[src/core/sgsel_defines.svh]
// Purpose: shared constants of the settings bank selector
// Assumes: included by every design file of the selector
// Notes: offsets are byte addresses on the register bus
//
// How it works
// - coil contact lost: bank two ends up active
// - internal logic signals accepted as bank requests
// - no automatic return to bank one
// - held bank two takes over after drop
// - ON and OFF event per condition change
// - event mode passes ON, OFF or both
// - every event carries its time stamp
// - remote and local request events
// - unconfigured bank request raises failure event
// - priority reject and force failure events
// - bank one highest; static request blocks lower
// - remote ignored while higher bank held
// - force overrides local until disabled
`ifndef SGSEL_DEFINES_SVH
`define SGSEL_DEFINES_SVH

// ---------------------------------------------------------------
// sizes
// ---------------------------------------------------------------
`define SGSEL_NBANK 8
`define SGSEL_NCOND 16
`define SGSEL_CODEW 5
`define SGSEL_STAMPW 32
`define SGSEL_AW 8

// ---------------------------------------------------------------
// register map
// ---------------------------------------------------------------
`define SGSEL_OFF_CTRL 8'h00
`define SGSEL_OFF_FORCE 8'h04
`define SGSEL_OFF_REMOTE 8'h08
`define SGSEL_OFF_LOCAL 8'h0C
`define SGSEL_OFF_STATUS 8'h10
`define SGSEL_OFF_IRQ_STAT 8'h14
`define SGSEL_OFF_IRQ_MASK 8'h18
`define SGSEL_OFF_STAMP 8'h1C
// ctrl: used banks minus one [2:0], force enable [3], event mode [5:4]
`define SGSEL_CTRL_RESET 32'h0000_0030
`define SGSEL_CTRL_FEN 3
`define SGSEL_CTRL_MODE_HI 5
`define SGSEL_CTRL_MODE_LO 4
// bank request field: 0 none, 1..8 bank number
`define SGSEL_REQ_HI 3
`define SGSEL_REQ_NONE 4'h0
// status bits beyond the active bank in [2:0]
`define SGSEL_ST_NCFG 4
`define SGSEL_ST_PRIO 5
`define SGSEL_ST_FFAIL 6
`define SGSEL_ST_REQ 7
`define SGSEL_ST_FEN 8

// ---------------------------------------------------------------
// event conditions, code = 2 * condition + (1 for OFF)
// ---------------------------------------------------------------
`define SGSEL_C_BANKS28 0
`define SGSEL_C_REQ 1
`define SGSEL_C_REMOTE 2
`define SGSEL_C_LOCAL 3
`define SGSEL_C_FORCE 4
`define SGSEL_C_FNCFG 5
`define SGSEL_C_FFORCE 6
`define SGSEL_C_FPRIO 7
`define SGSEL_C_ACT0 8

// ---------------------------------------------------------------
// interrupt bits
// ---------------------------------------------------------------
`define SGSEL_IRQ_W 4
`define SGSEL_IRQ_CHG 0
`define SGSEL_IRQ_NCFG 1
`define SGSEL_IRQ_PRIO 2
`define SGSEL_IRQ_FFAIL 3

`endif

[src/core/sgsel_pkg.sv]
// Purpose: types of the settings bank selector
// Assumes: sgsel_defines.svh gives the widths
// Notes: event records travel as one packed struct
`include "sgsel_defines.svh"
package sgsel_pkg;
  // bit 0 passes ON events, bit 1 passes OFF events
  typedef enum logic [1:0] {EVM_NONE, EVM_ON, EVM_OFF, EVM_BOTH} sgsel_evmode_e;
  // bank index 0..7, zero is bank one
  typedef logic [2:0] sgsel_bank_t;
  // one time-stamped event record
  typedef struct packed {
    logic [`SGSEL_CODEW-1:0] code;
    logic [`SGSEL_STAMPW-1:0] stamp;
  } sgsel_event_s;
endpackage : sgsel_pkg

[src/core/sgsel_sync.sv]
// Purpose: two-stage synchroniser for the bank request pins
// Assumes: pins are asynchronous to sys_clk
// Notes: first stage feeds only the second stage
`timescale 1ns/1ns
`include "sgsel_defines.svh"
module sgsel_sync import sgsel_pkg::*; #(
  parameter int W = `SGSEL_NBANK
) (
  input wire logic sys_clk,
  input wire logic reset_n,
  input wire logic [W-1:0] pin_in,
  output logic [W-1:0] pin_sync
);
  logic [W-1:0] meta_r; // first stage, metastable risk

  // ---------------------------------------------------------------
  // double flop over the whole vector, one process drives both stages
  // ---------------------------------------------------------------
  always_ff @(posedge sys_clk or negedge reset_n) begin
    if (!reset_n) begin
      meta_r <= '0;
      pin_sync <= '0;
    end else begin
      meta_r <= pin_in;
      pin_sync <= meta_r;
    end
  end
endmodule : sgsel_sync

[src/core/sgsel_evq.sv]
// Purpose: edge events with time stamps toward the event buffer
// Assumes: conditions are levels on sys_clk
// Notes: a re-raised pending event is merged, newest stamp kept
`timescale 1ns/1ns
`include "sgsel_defines.svh"
module sgsel_evq import sgsel_pkg::*; #(
  parameter int N = `SGSEL_NCOND
) (
  input wire logic sys_clk,
  input wire logic reset_n,
  input wire logic [N-1:0] cond,
  input wire sgsel_evmode_e mode,
  input wire logic [`SGSEL_STAMPW-1:0] stamp,
  output logic evt_valid,
  input wire logic evt_ready,
  output sgsel_event_s evt_r
);
  logic [N-1:0] prev_r; // condition one cycle ago
  logic [2*N-1:0] pend_r; // codes waiting to go out
  logic [`SGSEL_STAMPW-1:0] stamp_mem [2*N]; // stamp at occurrence
  logic [2*N-1:0] raise; // new edges after the mode filter
  logic [2*N-1:0] pick; // one-hot code leaving now
  logic [`SGSEL_CODEW-1:0] pick_code;
  logic load;
  // low in the first cycle out of reset, so reset levels raise no false edge
  logic armed_r;

  // out stage free or being drained
  assign load = (!evt_valid || evt_ready) && (|pend_r);

  // ---------------------------------------------------------------
  // edge detect and filter
  // ---------------------------------------------------------------
  for (genvar i = 0; i < N; i++) begin : g_edge
    assign raise[2*i] = cond[i] && !prev_r[i] && mode[0] && armed_r;
    assign raise[2*i+1] = !cond[i] && prev_r[i] && mode[1] && armed_r;
  end

  // lowest pending code goes first
  always_comb begin
    pick = '0;
    pick_code = '0;
    for (int j = 2*N-1; j >= 0; j--) begin
      if (pend_r[j]) begin
        pick = '0;
        pick[j] = 1'b1;
        pick_code = j[`SGSEL_CODEW-1:0];
      end
    end
  end

  // ---------------------------------------------------------------
  // pending bits: a fresh edge wins over the pop
  // ---------------------------------------------------------------
  always_ff @(posedge sys_clk or negedge reset_n) begin
    if (!reset_n) begin
      prev_r <= '0;
      pend_r <= '0;
      armed_r <= 1'b0;
    end else begin
      prev_r <= cond;
      armed_r <= 1'b1;
      pend_r <= (pend_r & ~(load ? pick : '0)) | raise;
    end
  end

  // stamp taken at the edge itself
  always_ff @(posedge sys_clk) begin
    for (int k = 0; k < 2*N; k++) begin
      if (raise[k]) begin
        stamp_mem[k] <= stamp;
      end
    end
  end

  // registered output towards the buffer
  always_ff @(posedge sys_clk or negedge reset_n) begin
    if (!reset_n) begin
      evt_valid <= 1'b0;
      evt_r <= '0;
    end else if (load) begin
      evt_valid <= 1'b1;
      evt_r <= '{code: pick_code, stamp: stamp_mem[pick_code]};
    end else if (evt_ready) begin
      evt_valid <= 1'b0;
    end
  end

  evt_hold_a: assert property (@(posedge sys_clk) disable iff (!reset_n)
    evt_valid && !evt_ready |=> evt_valid && $stable(evt_r))
    else $error("event record changed before it was taken");
endmodule : sgsel_evq

[src/core/sgsel_top.sv]
// Purpose: priority selector of eight settings banks with events
// Assumes: APB slave, zero wait states, 20 MHz sys_clk
// Notes: remote, local and force commands are register writes
`timescale 1ns/1ns
`include "sgsel_defines.svh"
module sgsel_top import sgsel_pkg::*; (
  input wire logic sys_clk,
  input wire logic reset_n,
  // apb slave
  input wire logic psel,
  input wire logic penable,
  input wire logic pwrite,
  input wire logic [`SGSEL_AW-1:0] paddr,
  input wire logic [31:0] pwdata,
  output logic [31:0] prdata,
  output logic pready,
  output logic pslverr,
  // bank requests: pins (async) and internal logic (sys_clk)
  input wire logic [`SGSEL_NBANK-1:0] bank_req_pin,
  input wire logic [`SGSEL_NBANK-1:0] bank_req_app,
  // selection towards protection functions
  output logic [`SGSEL_NBANK-1:0] bank_active_r,
  // event buffer
  output logic evt_valid,
  input wire logic evt_ready,
  output sgsel_event_s evt_r,
  output logic irq
);
  // ---------------------------------------------------------------
  // helpers
  // ---------------------------------------------------------------
  // {found, index} of the highest priority request
  function automatic logic [3:0] first_req(input logic [`SGSEL_NBANK-1:0] v);
    logic [3:0] r;
    r = '0;
    for (int i = `SGSEL_NBANK-1; i >= 0; i--) begin
      if (v[i]) begin
        r = {1'b1, i[2:0]};
      end
    end
    return r;
  endfunction : first_req

  // bank lies inside the configured range
  function automatic logic in_cfg(input sgsel_bank_t b, input sgsel_bank_t used);
    return b <= used;
  endfunction : in_cfg

  // ---------------------------------------------------------------
  // state
  // ---------------------------------------------------------------
  logic [31:0] ctrl_r; // used banks, force enable, event mode
  logic [`SGSEL_REQ_HI:0] frc_bank_r; // last forced bank number
  logic [`SGSEL_REQ_HI:0] rem_bank_r; // latched remote command
  logic [`SGSEL_REQ_HI:0] loc_bank_r; // latched local command
  logic frc_pend_r, rem_pend_r, loc_pend_r; // one-cycle command pulses
  sgsel_bank_t active_r; // bank in use, zero is bank one
  logic fail_ncfg_r, fail_prio_r, fail_force_r; // failure conditions
  logic [`SGSEL_IRQ_W-1:0] irq_stat_r, irq_mask_r;
  logic [`SGSEL_STAMPW-1:0] stamp_r; // free-running time base
  logic [`SGSEL_NBANK-1:0] pin_sync; // synchronised pins

  // pins cross into sys_clk before anything reads them
  sgsel_sync #(.W(`SGSEL_NBANK)) u_sync (
    .sys_clk(sys_clk),
    .reset_n(reset_n),
    .pin_in(bank_req_pin),
    .pin_sync(pin_sync)
  );

  // ---------------------------------------------------------------
  // request decode
  // ---------------------------------------------------------------
  wire sgsel_bank_t used = ctrl_r[2:0];
  wire fen = ctrl_r[`SGSEL_CTRL_FEN];
  // contacts and any internal signal combination are equal sources
  wire [`SGSEL_NBANK-1:0] req_lvl = pin_sync | bank_req_app;
  wire [3:0] lvl = first_req(req_lvl);
  wire lvl_any = lvl[3];
  wire sgsel_bank_t lvl_idx = lvl[2:0];
  wire sgsel_bank_t rem_idx = 3'(rem_bank_r - 4'h1);
  wire sgsel_bank_t loc_idx = 3'(loc_bank_r - 4'h1);
  wire sgsel_bank_t frc_idx = 3'(frc_bank_r - 4'h1);
  // a held higher bank shuts out the command
  wire rem_blk = lvl_any && (lvl_idx < rem_idx);
  wire loc_blk = lvl_any && (lvl_idx < loc_idx);
  // forcing: only force commands move the bank
  wire frc_ok = fen && frc_pend_r && in_cfg(frc_idx, used);
  wire frc_bad = frc_pend_r && !(fen && in_cfg(frc_idx, used));
  wire cmd_forced = fen && (loc_pend_r || rem_pend_r);
  wire rem_ok = !fen && rem_pend_r && !rem_blk && in_cfg(rem_idx, used);
  wire loc_ok = !fen && loc_pend_r && !loc_blk && in_cfg(loc_idx, used);
  wire lvl_ok = !fen && lvl_any && in_cfg(lvl_idx, used);
  wire prio_bad = !fen && ((rem_pend_r && rem_blk) || (loc_pend_r && loc_blk));
  wire ncfg_bad = !fen && ((rem_pend_r && !rem_blk && !in_cfg(rem_idx, used)) ||
                           (loc_pend_r && !loc_blk && !in_cfg(loc_idx, used)) ||
                           (lvl_any && !in_cfg(lvl_idx, used)));
  wire acc = frc_ok || rem_ok || loc_ok || lvl_ok;
  // priority chain of accepted sources
  wire sgsel_bank_t bank_nxt = frc_ok ? frc_idx :
                               rem_ok ? rem_idx :
                               loc_ok ? loc_idx :
                               lvl_ok ? lvl_idx : active_r;
  wire chg = bank_nxt != active_r;

  // ---------------------------------------------------------------
  // bank register: holds until another source is accepted
  // ---------------------------------------------------------------
  always_ff @(posedge sys_clk or negedge reset_n) begin
    if (!reset_n) begin
      active_r <= '0;
    end else begin
      active_r <= bank_nxt;
    end
  end

  // one-hot view for the protection functions
  always_ff @(posedge sys_clk or negedge reset_n) begin
    if (!reset_n) begin
      bank_active_r <= 8'h01;
    end else begin
      bank_active_r <= 8'(1) << bank_nxt;
    end
  end

  // failure flags: set wins, cleared by a good acceptance
  always_ff @(posedge sys_clk or negedge reset_n) begin
    if (!reset_n) begin
      fail_ncfg_r <= 1'b0;
      fail_prio_r <= 1'b0;
      fail_force_r <= 1'b0;
    end else begin
      fail_ncfg_r <= ncfg_bad || (fail_ncfg_r && !acc);
      fail_prio_r <= prio_bad || (fail_prio_r && !acc);
      fail_force_r <= frc_bad || cmd_forced || (fail_force_r && !acc);
    end
  end

  // time base for stamps
  always_ff @(posedge sys_clk or negedge reset_n) begin
    if (!reset_n) begin
      stamp_r <= '0;
    end else begin
      stamp_r <= stamp_r + 32'h0000_0001;
    end
  end

  // ---------------------------------------------------------------
  // apb slave, zero wait states
  // ---------------------------------------------------------------
  wire setup = psel && !penable;
  wire wr = psel && penable && pwrite;
  wire hit_ctrl = paddr == `SGSEL_OFF_CTRL;
  wire hit_frc = paddr == `SGSEL_OFF_FORCE;
  wire hit_rem = paddr == `SGSEL_OFF_REMOTE;
  wire hit_loc = paddr == `SGSEL_OFF_LOCAL;
  wire hit_st = paddr == `SGSEL_OFF_STATUS;
  wire hit_is = paddr == `SGSEL_OFF_IRQ_STAT;
  wire hit_im = paddr == `SGSEL_OFF_IRQ_MASK;
  wire hit_ts = paddr == `SGSEL_OFF_STAMP;
  wire mapped = hit_ctrl || hit_frc || hit_rem || hit_loc || hit_st || hit_is ||
                hit_im || hit_ts;
  wire [3:0] wbank = pwdata[`SGSEL_REQ_HI:0];
  wire wcmd = wr && (wbank != `SGSEL_REQ_NONE); // zero means no request
  wire [31:0] status = {23'h0, fen, (|req_lvl), fail_force_r, fail_prio_r,
                        fail_ncfg_r, 1'b0, active_r};
  wire [31:0] rd_mux = hit_ctrl ? ctrl_r :
                       hit_frc ? {28'h0, frc_bank_r} :
                       hit_st ? status :
                       hit_is ? {28'h0, irq_stat_r} :
                       hit_im ? {28'h0, irq_mask_r} :
                       hit_ts ? stamp_r : 32'h0000_0000;

  assign pready = 1'b1;
  assign pslverr = psel && penable && !mapped;

  // read data captured in the setup cycle
  always_ff @(posedge sys_clk or negedge reset_n) begin
    if (!reset_n) begin
      prdata <= '0;
    end else if (setup && !pwrite) begin
      prdata <= rd_mux;
    end
  end

  // writable registers and command pulses
  always_ff @(posedge sys_clk or negedge reset_n) begin
    if (!reset_n) begin
      ctrl_r <= `SGSEL_CTRL_RESET;
      frc_bank_r <= `SGSEL_REQ_NONE;
      rem_bank_r <= `SGSEL_REQ_NONE;
      loc_bank_r <= `SGSEL_REQ_NONE;
      frc_pend_r <= 1'b0;
      rem_pend_r <= 1'b0;
      loc_pend_r <= 1'b0;
      irq_mask_r <= '0;
    end else begin
      if (wr && hit_ctrl) begin
        ctrl_r <= {26'h0, pwdata[`SGSEL_CTRL_MODE_HI:0]};
      end
      if (wr && hit_im) begin
        irq_mask_r <= pwdata[`SGSEL_IRQ_W-1:0];
      end
      if (wcmd && hit_frc) begin
        frc_bank_r <= wbank;
      end
      if (wcmd && hit_rem) begin
        rem_bank_r <= wbank;
      end
      if (wcmd && hit_loc) begin
        loc_bank_r <= wbank;
      end
      frc_pend_r <= wcmd && hit_frc; // pulse operation
      rem_pend_r <= wcmd && hit_rem;
      loc_pend_r <= wcmd && hit_loc;
    end
  end

  // ---------------------------------------------------------------
  // interrupts: sticky, write one to clear, new event wins
  // ---------------------------------------------------------------
  wire [`SGSEL_IRQ_W-1:0] irq_set = {frc_bad || cmd_forced, prio_bad, ncfg_bad, chg};
  wire [`SGSEL_IRQ_W-1:0] irq_clr = (wr && hit_is) ? pwdata[`SGSEL_IRQ_W-1:0] : '0;

  always_ff @(posedge sys_clk or negedge reset_n) begin
    if (!reset_n) begin
      irq_stat_r <= '0;
    end else begin
      irq_stat_r <= (irq_stat_r & ~irq_clr) | irq_set;
    end
  end

  assign irq = |(irq_stat_r & irq_mask_r);

  // ---------------------------------------------------------------
  // event conditions
  // ---------------------------------------------------------------
  wire [`SGSEL_NCOND-1:0] cond = {bank_active_r,
                                  fail_prio_r, fail_force_r, fail_ncfg_r,
                                  fen,
                                  loc_pend_r, rem_pend_r,
                                  (|req_lvl), (active_r != 3'h0)};

  sgsel_evq #(.N(`SGSEL_NCOND)) u_evq (
    .sys_clk(sys_clk),
    .reset_n(reset_n),
    .cond(cond),
    .mode(sgsel_evmode_e'(ctrl_r[`SGSEL_CTRL_MODE_HI:`SGSEL_CTRL_MODE_LO])),
    .stamp(stamp_r),
    .evt_valid(evt_valid),
    .evt_ready(evt_ready),
    .evt_r(evt_r)
  );

  // ---------------------------------------------------------------
  // checks
  // ---------------------------------------------------------------
  bank_hold_a: assert property (@(posedge sys_clk) disable iff (!reset_n)
    !acc |=> $stable(active_r))
    else $error("bank moved with no accepted source");
  lvl_pick_a: assert property (@(posedge sys_clk) disable iff (!reset_n)
    lvl_ok && !rem_ok && !loc_ok |=> active_r == $past(lvl_idx))
    else $error("highest held request not selected");
  bank_two_a: assert property (@(posedge sys_clk) disable iff (!reset_n)
    !fen && req_lvl[1:0] == 2'b10 && !rem_ok && !loc_ok && used != 3'h0
    |=> active_r == 3'h1 && bank_active_r == 8'h02)
    else $error("held bank two did not take over");
  rem_block_a: assert property (@(posedge sys_clk) disable iff (!reset_n)
    !fen && rem_pend_r && rem_blk |=> fail_prio_r &&
    (active_r != $past(rem_idx) || $stable(active_r)))
    else $error("blocked remote change was applied");
  force_over_a: assert property (@(posedge sys_clk) disable iff (!reset_n)
    fen && loc_pend_r && !frc_pend_r |=> fail_force_r && $stable(active_r))
    else $error("local change passed while forced");
  force_apply_a: assert property (@(posedge sys_clk) disable iff (!reset_n)
    frc_ok |=> active_r == $past(frc_idx))
    else $error("forced bank not applied");
  ncfg_fail_a: assert property (@(posedge sys_clk) disable iff (!reset_n)
    !fen && lvl_any && !in_cfg(lvl_idx, used) |=> fail_ncfg_r)
    else $error("unconfigured request not flagged");
  chg_irq_a: assert property (@(posedge sys_clk) disable iff (!reset_n)
    chg |=> irq_stat_r[`SGSEL_IRQ_CHG] && bank_active_r[active_r] && $onehot(bank_active_r))
    else $error("bank change not reported");

  // blocked and unconfigured commands
  loc_block_a: assert property (@(posedge sys_clk) disable iff (!reset_n)
    !fen && loc_pend_r && loc_blk |=> fail_prio_r)
    else $error("blocked local change not flagged");
  ncfg_cmd_a: assert property (@(posedge sys_clk) disable iff (!reset_n)
    !fen && rem_pend_r && !rem_blk && !in_cfg(rem_idx, used) |=> fail_ncfg_r)
    else $error("unconfigured remote change not flagged");

  // failure interrupts and force failures
  prio_irq_a: assert property (@(posedge sys_clk) disable iff (!reset_n)
    prio_bad |=> irq_stat_r[`SGSEL_IRQ_PRIO])
    else $error("priority reject not latched");
  frc_fail_a: assert property (@(posedge sys_clk) disable iff (!reset_n)
    frc_bad |=> fail_force_r)
    else $error("failed force request not flagged");
  ffail_irq_a: assert property (@(posedge sys_clk) disable iff (!reset_n)
    frc_bad || cmd_forced |=> irq_stat_r[`SGSEL_IRQ_FFAIL])
    else $error("force failure not latched");

  // force keeps the bank until a force command moves it
  fen_hold_a: assert property (@(posedge sys_clk) disable iff (!reset_n)
    fen && !frc_pend_r |=> $stable(active_r))
    else $error("bank moved while forced");
endmodule : sgsel_top

[config.mk]
export PLATFORM = sky130hd
export DESIGN_NAME = sgsel_top
export DESIGN_NICKNAME = d
export VERILOG_FILES = /design/src/core/sgsel_pkg.sv /design/src/core/sgsel_sync.sv /design/src/core/sgsel_evq.sv /design/src/core/sgsel_top.sv
export VERILOG_INCLUDE_DIRS = /design/src /design/src/core
export SDC_FILE = /design/constraint.sdc
export NUM_CORES = 1
export LEC_CHECK = 0
export BUFFER_PORTS_ARGS = -buffer_cell sky130_fd_sc_hd__buf_2
export CAP_MARGIN = 20
export CORE_ASPECT_RATIO = 0.7
export CORE_UTILIZATION = 58
export CTS_CLUSTER_DIAMETER = 150
export DETAILED_ROUTE_END_ITERATION = 10
export PLACE_DENSITY_LB_ADDON = 0.25
export SETUP_SLACK_MARGIN = 0.1
export SLEW_MARGIN = 20
export SYNTH_ARGS = -nofsm -noshare
export SYNTH_HDL_FRONTEND = slang
export SYNTH_SLANG_ARGS = --single-unit
[constraint.sdc]
create_clock -name sys_clk -period 6.52 [get_ports sys_clk]
set_input_delay 0.978 -clock sys_clk [delete_from_list [all_inputs] [get_ports sys_clk]]
set_output_delay 0.978 -clock sys_clk [all_outputs]
set_load 0.02 [all_outputs]
# ---- Word level (Yosys, flattened, before mapping)
# Memories as Yosys holds them, arrays and structs flattened. A register that Yosys moved wholly into a read port is not among the register bits.
# Index checks and enable logic that the tools add are counted.
dict set report op_classes {
  addsub 4
  n_shift 1
  n_reduce_logical 222
  mux 198
  bitwise 8
  n_lt_le_gt_ge 6
  eq_ne 8
}
# cell n
set op_table {}
lappend op_table {{$mux W32} 55}
lappend op_table {{$reduce_or A32 Y1} 17}
lappend op_table {{$mux W5} 48}
lappend op_table {{$logic_and A1 B1 Y1} 136}
lappend op_table {{$mux W1} 82}
lappend op_table {{$logic_not A1 Y1} 44}
lappend op_table {{$mux W4} 9}
lappend op_table {{$add A32 B1 Y32 const B} 1}
lappend op_table {{$and A32 B32 Y32} 1}
lappend op_table {{$eq A8 B5 Y1 const B} 4}
lappend op_table {{$not A32 Y32} 1}
lappend op_table {{$or A32 B32 Y32} 1}
lappend op_table {{$logic_or A1 B1 Y1} 19}
lappend op_table {{$eq A8 B4 Y1 const B} 2}
lappend op_table {{$le A3 B3 Y1} 4}
lappend op_table {{$mux W3} 4}
lappend op_table {{$sub A3 B1 Y3 const B} 3}
lappend op_table {{$and A4 B4 Y4} 2}
lappend op_table {{$eq A8 B3 Y1 const B} 1}
lappend op_table {{$logic_not A8 Y1} 1}
lappend op_table {{$or A8 B8 Y8} 1}
lappend op_table {{$reduce_or A8 Y1} 1}
lappend op_table {{$shl A1 B3 Y8 const A} 1}
lappend op_table {{$lt A3 B3 Y1} 2}
lappend op_table {{other kinds (7)} 7}
dict set report totals {
  ff_bits 176
  n_memories 1
  in_bits 62
  ram_bits 1024
}
# name words word_bits rd rd_clocked_by_memory_dff write_ports line_no
set memory_table {}
lappend memory_table {u_evq.stamp_mem 32 32 1 1 16 sgsel_evq.sv:20} ;# logic [`SGSEL_STAMPW-1:0] stamp_mem [2*N];

# ---- Longest topological paths before layout
dict set report depth {
  depth_word 36
  ltp_mapped 14
}

# ---- By module
# Synthesis repeated with hierarchy kept, for this count alone.
dict set report unflattened {
  cells_unflattened 3376
  hier_area_um2 48755.5
}
# module instances cells_per_inst area_per_inst_um2
set by_module_without_submodules {}
lappend by_module_without_submodules {sgsel_evq 1 2855 43081.3}
lappend by_module_without_submodules {sgsel_top 1 505 5273.8}
lappend by_module_without_submodules {sgsel_sync 1 16 400.4}

# ---- Worst setup path before layout
# Ideal clock, no wire load.
dict set report synth_timing {
  path_type {input to register}
  startpoint {in bank_req_app[6]}
  endpoint {mem u_evq.stamp_mem[2][0] (netlist bit), enable pin}
  setup_slack_ps 2434
  setup_ps 464
  arrival_ps 3623
  path_stages 4
  n_path_buf 1
  cell_sequence {nor4_1 and4_1 buf_2 nor3_1}
}
# item line_no
set synth_lines {}
lappend synth_lines {{from (decl)} sgsel_top.sv:20} ;# input wire logic [`SGSEL_NBANK-1:0] bank_req_app,
lappend synth_lines {{to (decl)} sgsel_evq.sv:20}

# ---- Final worst setup path
dict set report layout_timing {
  startpoint {reg u_evq.pend_r[0]}
  endpoint {reg u_evq.evt_r[0] (netlist name)}
}
dict set report layout_via {
  elab_chain_cells 2
  elab_cells_between_ends 3
  cone_classes {mux: 1; reduce/logical: 2}
}
# item line_no
set layout_lines {}
lappend layout_lines {{from (decl)} sgsel_evq.sv:19} ;# logic [2*N-1:0] pend_r;
lappend layout_lines {{from (signal assigned)} sgsel_evq.sv:63} ;# pend_r <= (pend_r & ~(load ? pick : '0)) | raise;
lappend layout_lines {{$reduce_or A32 Y1} sgsel_evq.sv:29} ;# assign load = (!evt_valid || evt_ready) && (|pend_r);
lappend layout_lines {{$logic_and A1 B1 Y1} sgsel_evq.sv:29}
# Several ways; a longest one is shown, not always the timed one.
# A chain may end at the register's enable or synchronous reset.

==> reports/qor.yml <==
worst_hold_path:
  min-delay-path-class: "primary input to asynchronous set/reset pin"
worst_setup_path:
  required_ns: 7.15
  path_class: "flip-flop to flip-flop"
  arrival_ns: 4.94
  worst-path-max-fanout: 18
  cp-start-kind: "flip-flop"
  crit_path_end_kind: "flip-flop"
grt:
  overflow: 0
  grt_max_degree: 126
  first_global_vias: 29631
  grt.total_usage: 0.308
  grt_pass1_wl_um: 190000
  antenna_found_initial: 5
placement:
  placed_area_mm2: 0.0513
  port-buffer-count: 115
  dpl.cell_count: 4478
  dp_hpwl_um: 70700
  dp_slack_ns: 2.06
  gp_congestion: 0.873
drt:
  wirelength_um: 132000
  drc: 0
  wl_per_cell_um: 28.1
  vias_per_cell: 6.45
  drtIter0Drc: 4057
  vias: 30242
  first_pass_iters: 6
  ant_nets: 0
sta:
  slew_headroom: 0.186
  fin_tns_setup_ns: 0
  slew_viol_final: 0
  whs_ns: 0.336
  hold_viol: 0
  worst_slack_ns: 2.21
  max_freq_mhz: 232
  tightest_slew_ns: 1.22
  period_needed_ns: 4.31
  setup_viol: 0
  rsz0062_at_grt: "no"
  finalClockSkew_ns: 0.0333
  period_share: 0.661
logic_synthesis:
  synth.distinct_cells: 68
  synth_area_leaders: "edfxtp_1 (62%), dfrtp_1 (10%), mux2i_1 (7.0%)"
  synth_ff_type: "edfxtp_1"
  yosysMostFrequentCell: "edfxtp_1"
  synth_edf_count: 1024
  ys_ff_latch: 1232
  yosysTopAreaCell: "edfxtp_1"
  avgSynthCellArea_um2: 14.7
  syn_inst: 3345
  synthArstFlopShare: 0.169
  yosysWarnings: 0
  synthTopCellsByCount: "edfxtp_1 (1024), nand2_1 (583), mux2i_1 (344), nand3_1 (264), dfrtp_1 (205)"
  syn_area_mm2: 0.0492
  ys_seq_area_frac: 0.731
  synth_top_area_frac: 0.625
final_layout:
  fin_nets: 3548
  stdcell_count: 4688
  drive_gt1_frac: 0.135
  final_design_area_no_fill_mm2: 0.0551
  syn_to_final_growth_pct: 11.9
floorplan:
  rows: 88
  fp.dieH_um: 246
  die_w_um: 350
  initial_core_util: 0.591
  coreArea_mm2: 0.0832
  dieArea_mm2: 0.0860
  io_pins: 143
power_and_ir_drop:
  power.density_mw_per_mm2: 346
  ir_drop_mv: 0.257
  power_leakage_nw: 21.0
clocking:
  clk_latency_ns: 0.70
  cts_resized: 0
  clk_pin_slew_ns: 0.07
  cts_root_buf: "clkbuf_16"
  postCtsSetupBuffers: 0
  hold_buffers: 0
  cts_max_level: 3
  cts.sinks: 1232
  cts_buffers: 109
  cts_buffer_depth: 3
  cts_tree: "built"
flow_run:
  drv_cap: 0
status:
  outcome: "completed"
==> kinds of logic after synthesis <==
kind of cell / count (synthesis) / synth area share
muxes: 369 / 0.0768
DFF: 1232 / 0.731
adders and majority gates: 20 / 0.00508
AOI/OAI and AO/OA: 360 / 0.0569
other: 1 / 0.0000762
xor gates and xnor gates: 33 / 0.00587
and+or+nand+nor: 1108 / 0.103
buffers and inverters: 222 / 0.0213
==> cell type report <==
cell class              instances  area (um^2)
well taps                    1125         1410
repair buffers                192         1290
inverters                      39          146
multi-input cells            1892        12500
diodes                          1         2.50
clock buffers                 151         3200
clock inverters                56          566
fillers                      5657        28200
flip-flops and latches       1232        36000
==> where the power goes <==
part	switching (mW)	total (mW)	internal [mW]
clock network	2.84	6.67	3.83
registers	0.141	8.71	8.57
logic	2.43	3.69	1.26
==> cell usage in the layout, fill, tap and decap left out, drive strengths merged, types with 20 or more instances in the layout <==
cell     count
a211oi      23
a21o        24
a21oi       24
a22o        25
a31oi       28
a32oi       61
buf        192
clkbuf     151
clkinv      39
dfrtp      205
edfxtp    1024
ha          20
inv         43
mux2        20
mux2i      344
nand2      583
nand2b      26
nand3      264
nand4       39
nor2        50
nor3        24
nor3b       30
nor4        21
o2111ai     31
o21ai       40
o221ai      33
xnor2       26
==> flip-flops by register name (all words and copies together), names as in the netlist, 3 cells and up <==
name             cells
ctrl_r               6
irq_mask_r           4
active_r             3
u_sync.meta_r        8
loc_bank_r           3
u_evq.evt_r         37
bank_active_r        8
u_sync.pin_sync      8
prdata              32
u_evq.stamp_mem   1024
rem_bank_r           3
irq_stat_r           4
stamp_r             32
u_evq.prev_r        16
u_evq.pend_r        32
frc_bank_r           4
==> critical path, cell delays in order, from the launching register on <==
cell	delay (ns)
dfrtp_1	0.44
nor4_1	0.83
nand3_1	0.59
nor2_1	0.34
nand3b_1	0.37
nor2_4	0.74
buf_4	0.51
a22o_1	0.24
a221oi_1	0.05
nand3b_1	0.13
==> metrics by stage <==
| stage | util | power, mW |
|---|---|---|
| 3_5_place_dp | 0.616 | 12.5 |
| 3_3_place_gp | 0.616 | 12.4 |
| 4_1_cts | 0.661 | 19.1 |
| 2_1_floorplan | - | 11.4 |
| 5_1_grt | 0.662 | 19.7 |
| 6_report | 0.662 | 19.1 |
==> worst paths after layout <==
path,from,to,slack [ns],cells after the start
max,u_evq.pend_r[0]$_DFF_PN0_,u_evq.evt_r[0]$_DFFE_PN0P_,2.21,9
min,reset_n,u_sync.pin_sync[7]$_DFF_PN0_,0.34,1
max reg2reg,u_evq.pend_r[0]$_DFF_PN0_,u_evq.evt_r[0]$_DFFE_PN0P_,2.21,9
min reg2reg,u_sync.meta_r[6]$_DFF_PN0_,u_sync.pin_sync[6]$_DFF_PN0_,0.34,0
max in group asynchronous,reset_n,u_evq.evt_r[14]$_DFFE_PN0P_,4.78,2
min in group sys_clk,u_sync.meta_r[6]$_DFF_PN0_,u_sync.pin_sync[6]$_DFF_PN0_,0.34,0
==> metal layers <==
layer  global-route usage  vias to the layer above  share of wire
met2                0.470                     1873           0.45
met4                0.101                        0          0.033
li1                     -                    12962              -
met3               0.0795                      284           0.12
met5                    0                        -              0
met1                0.436                    15123           0.40
(Power assumes the default switching activity.)
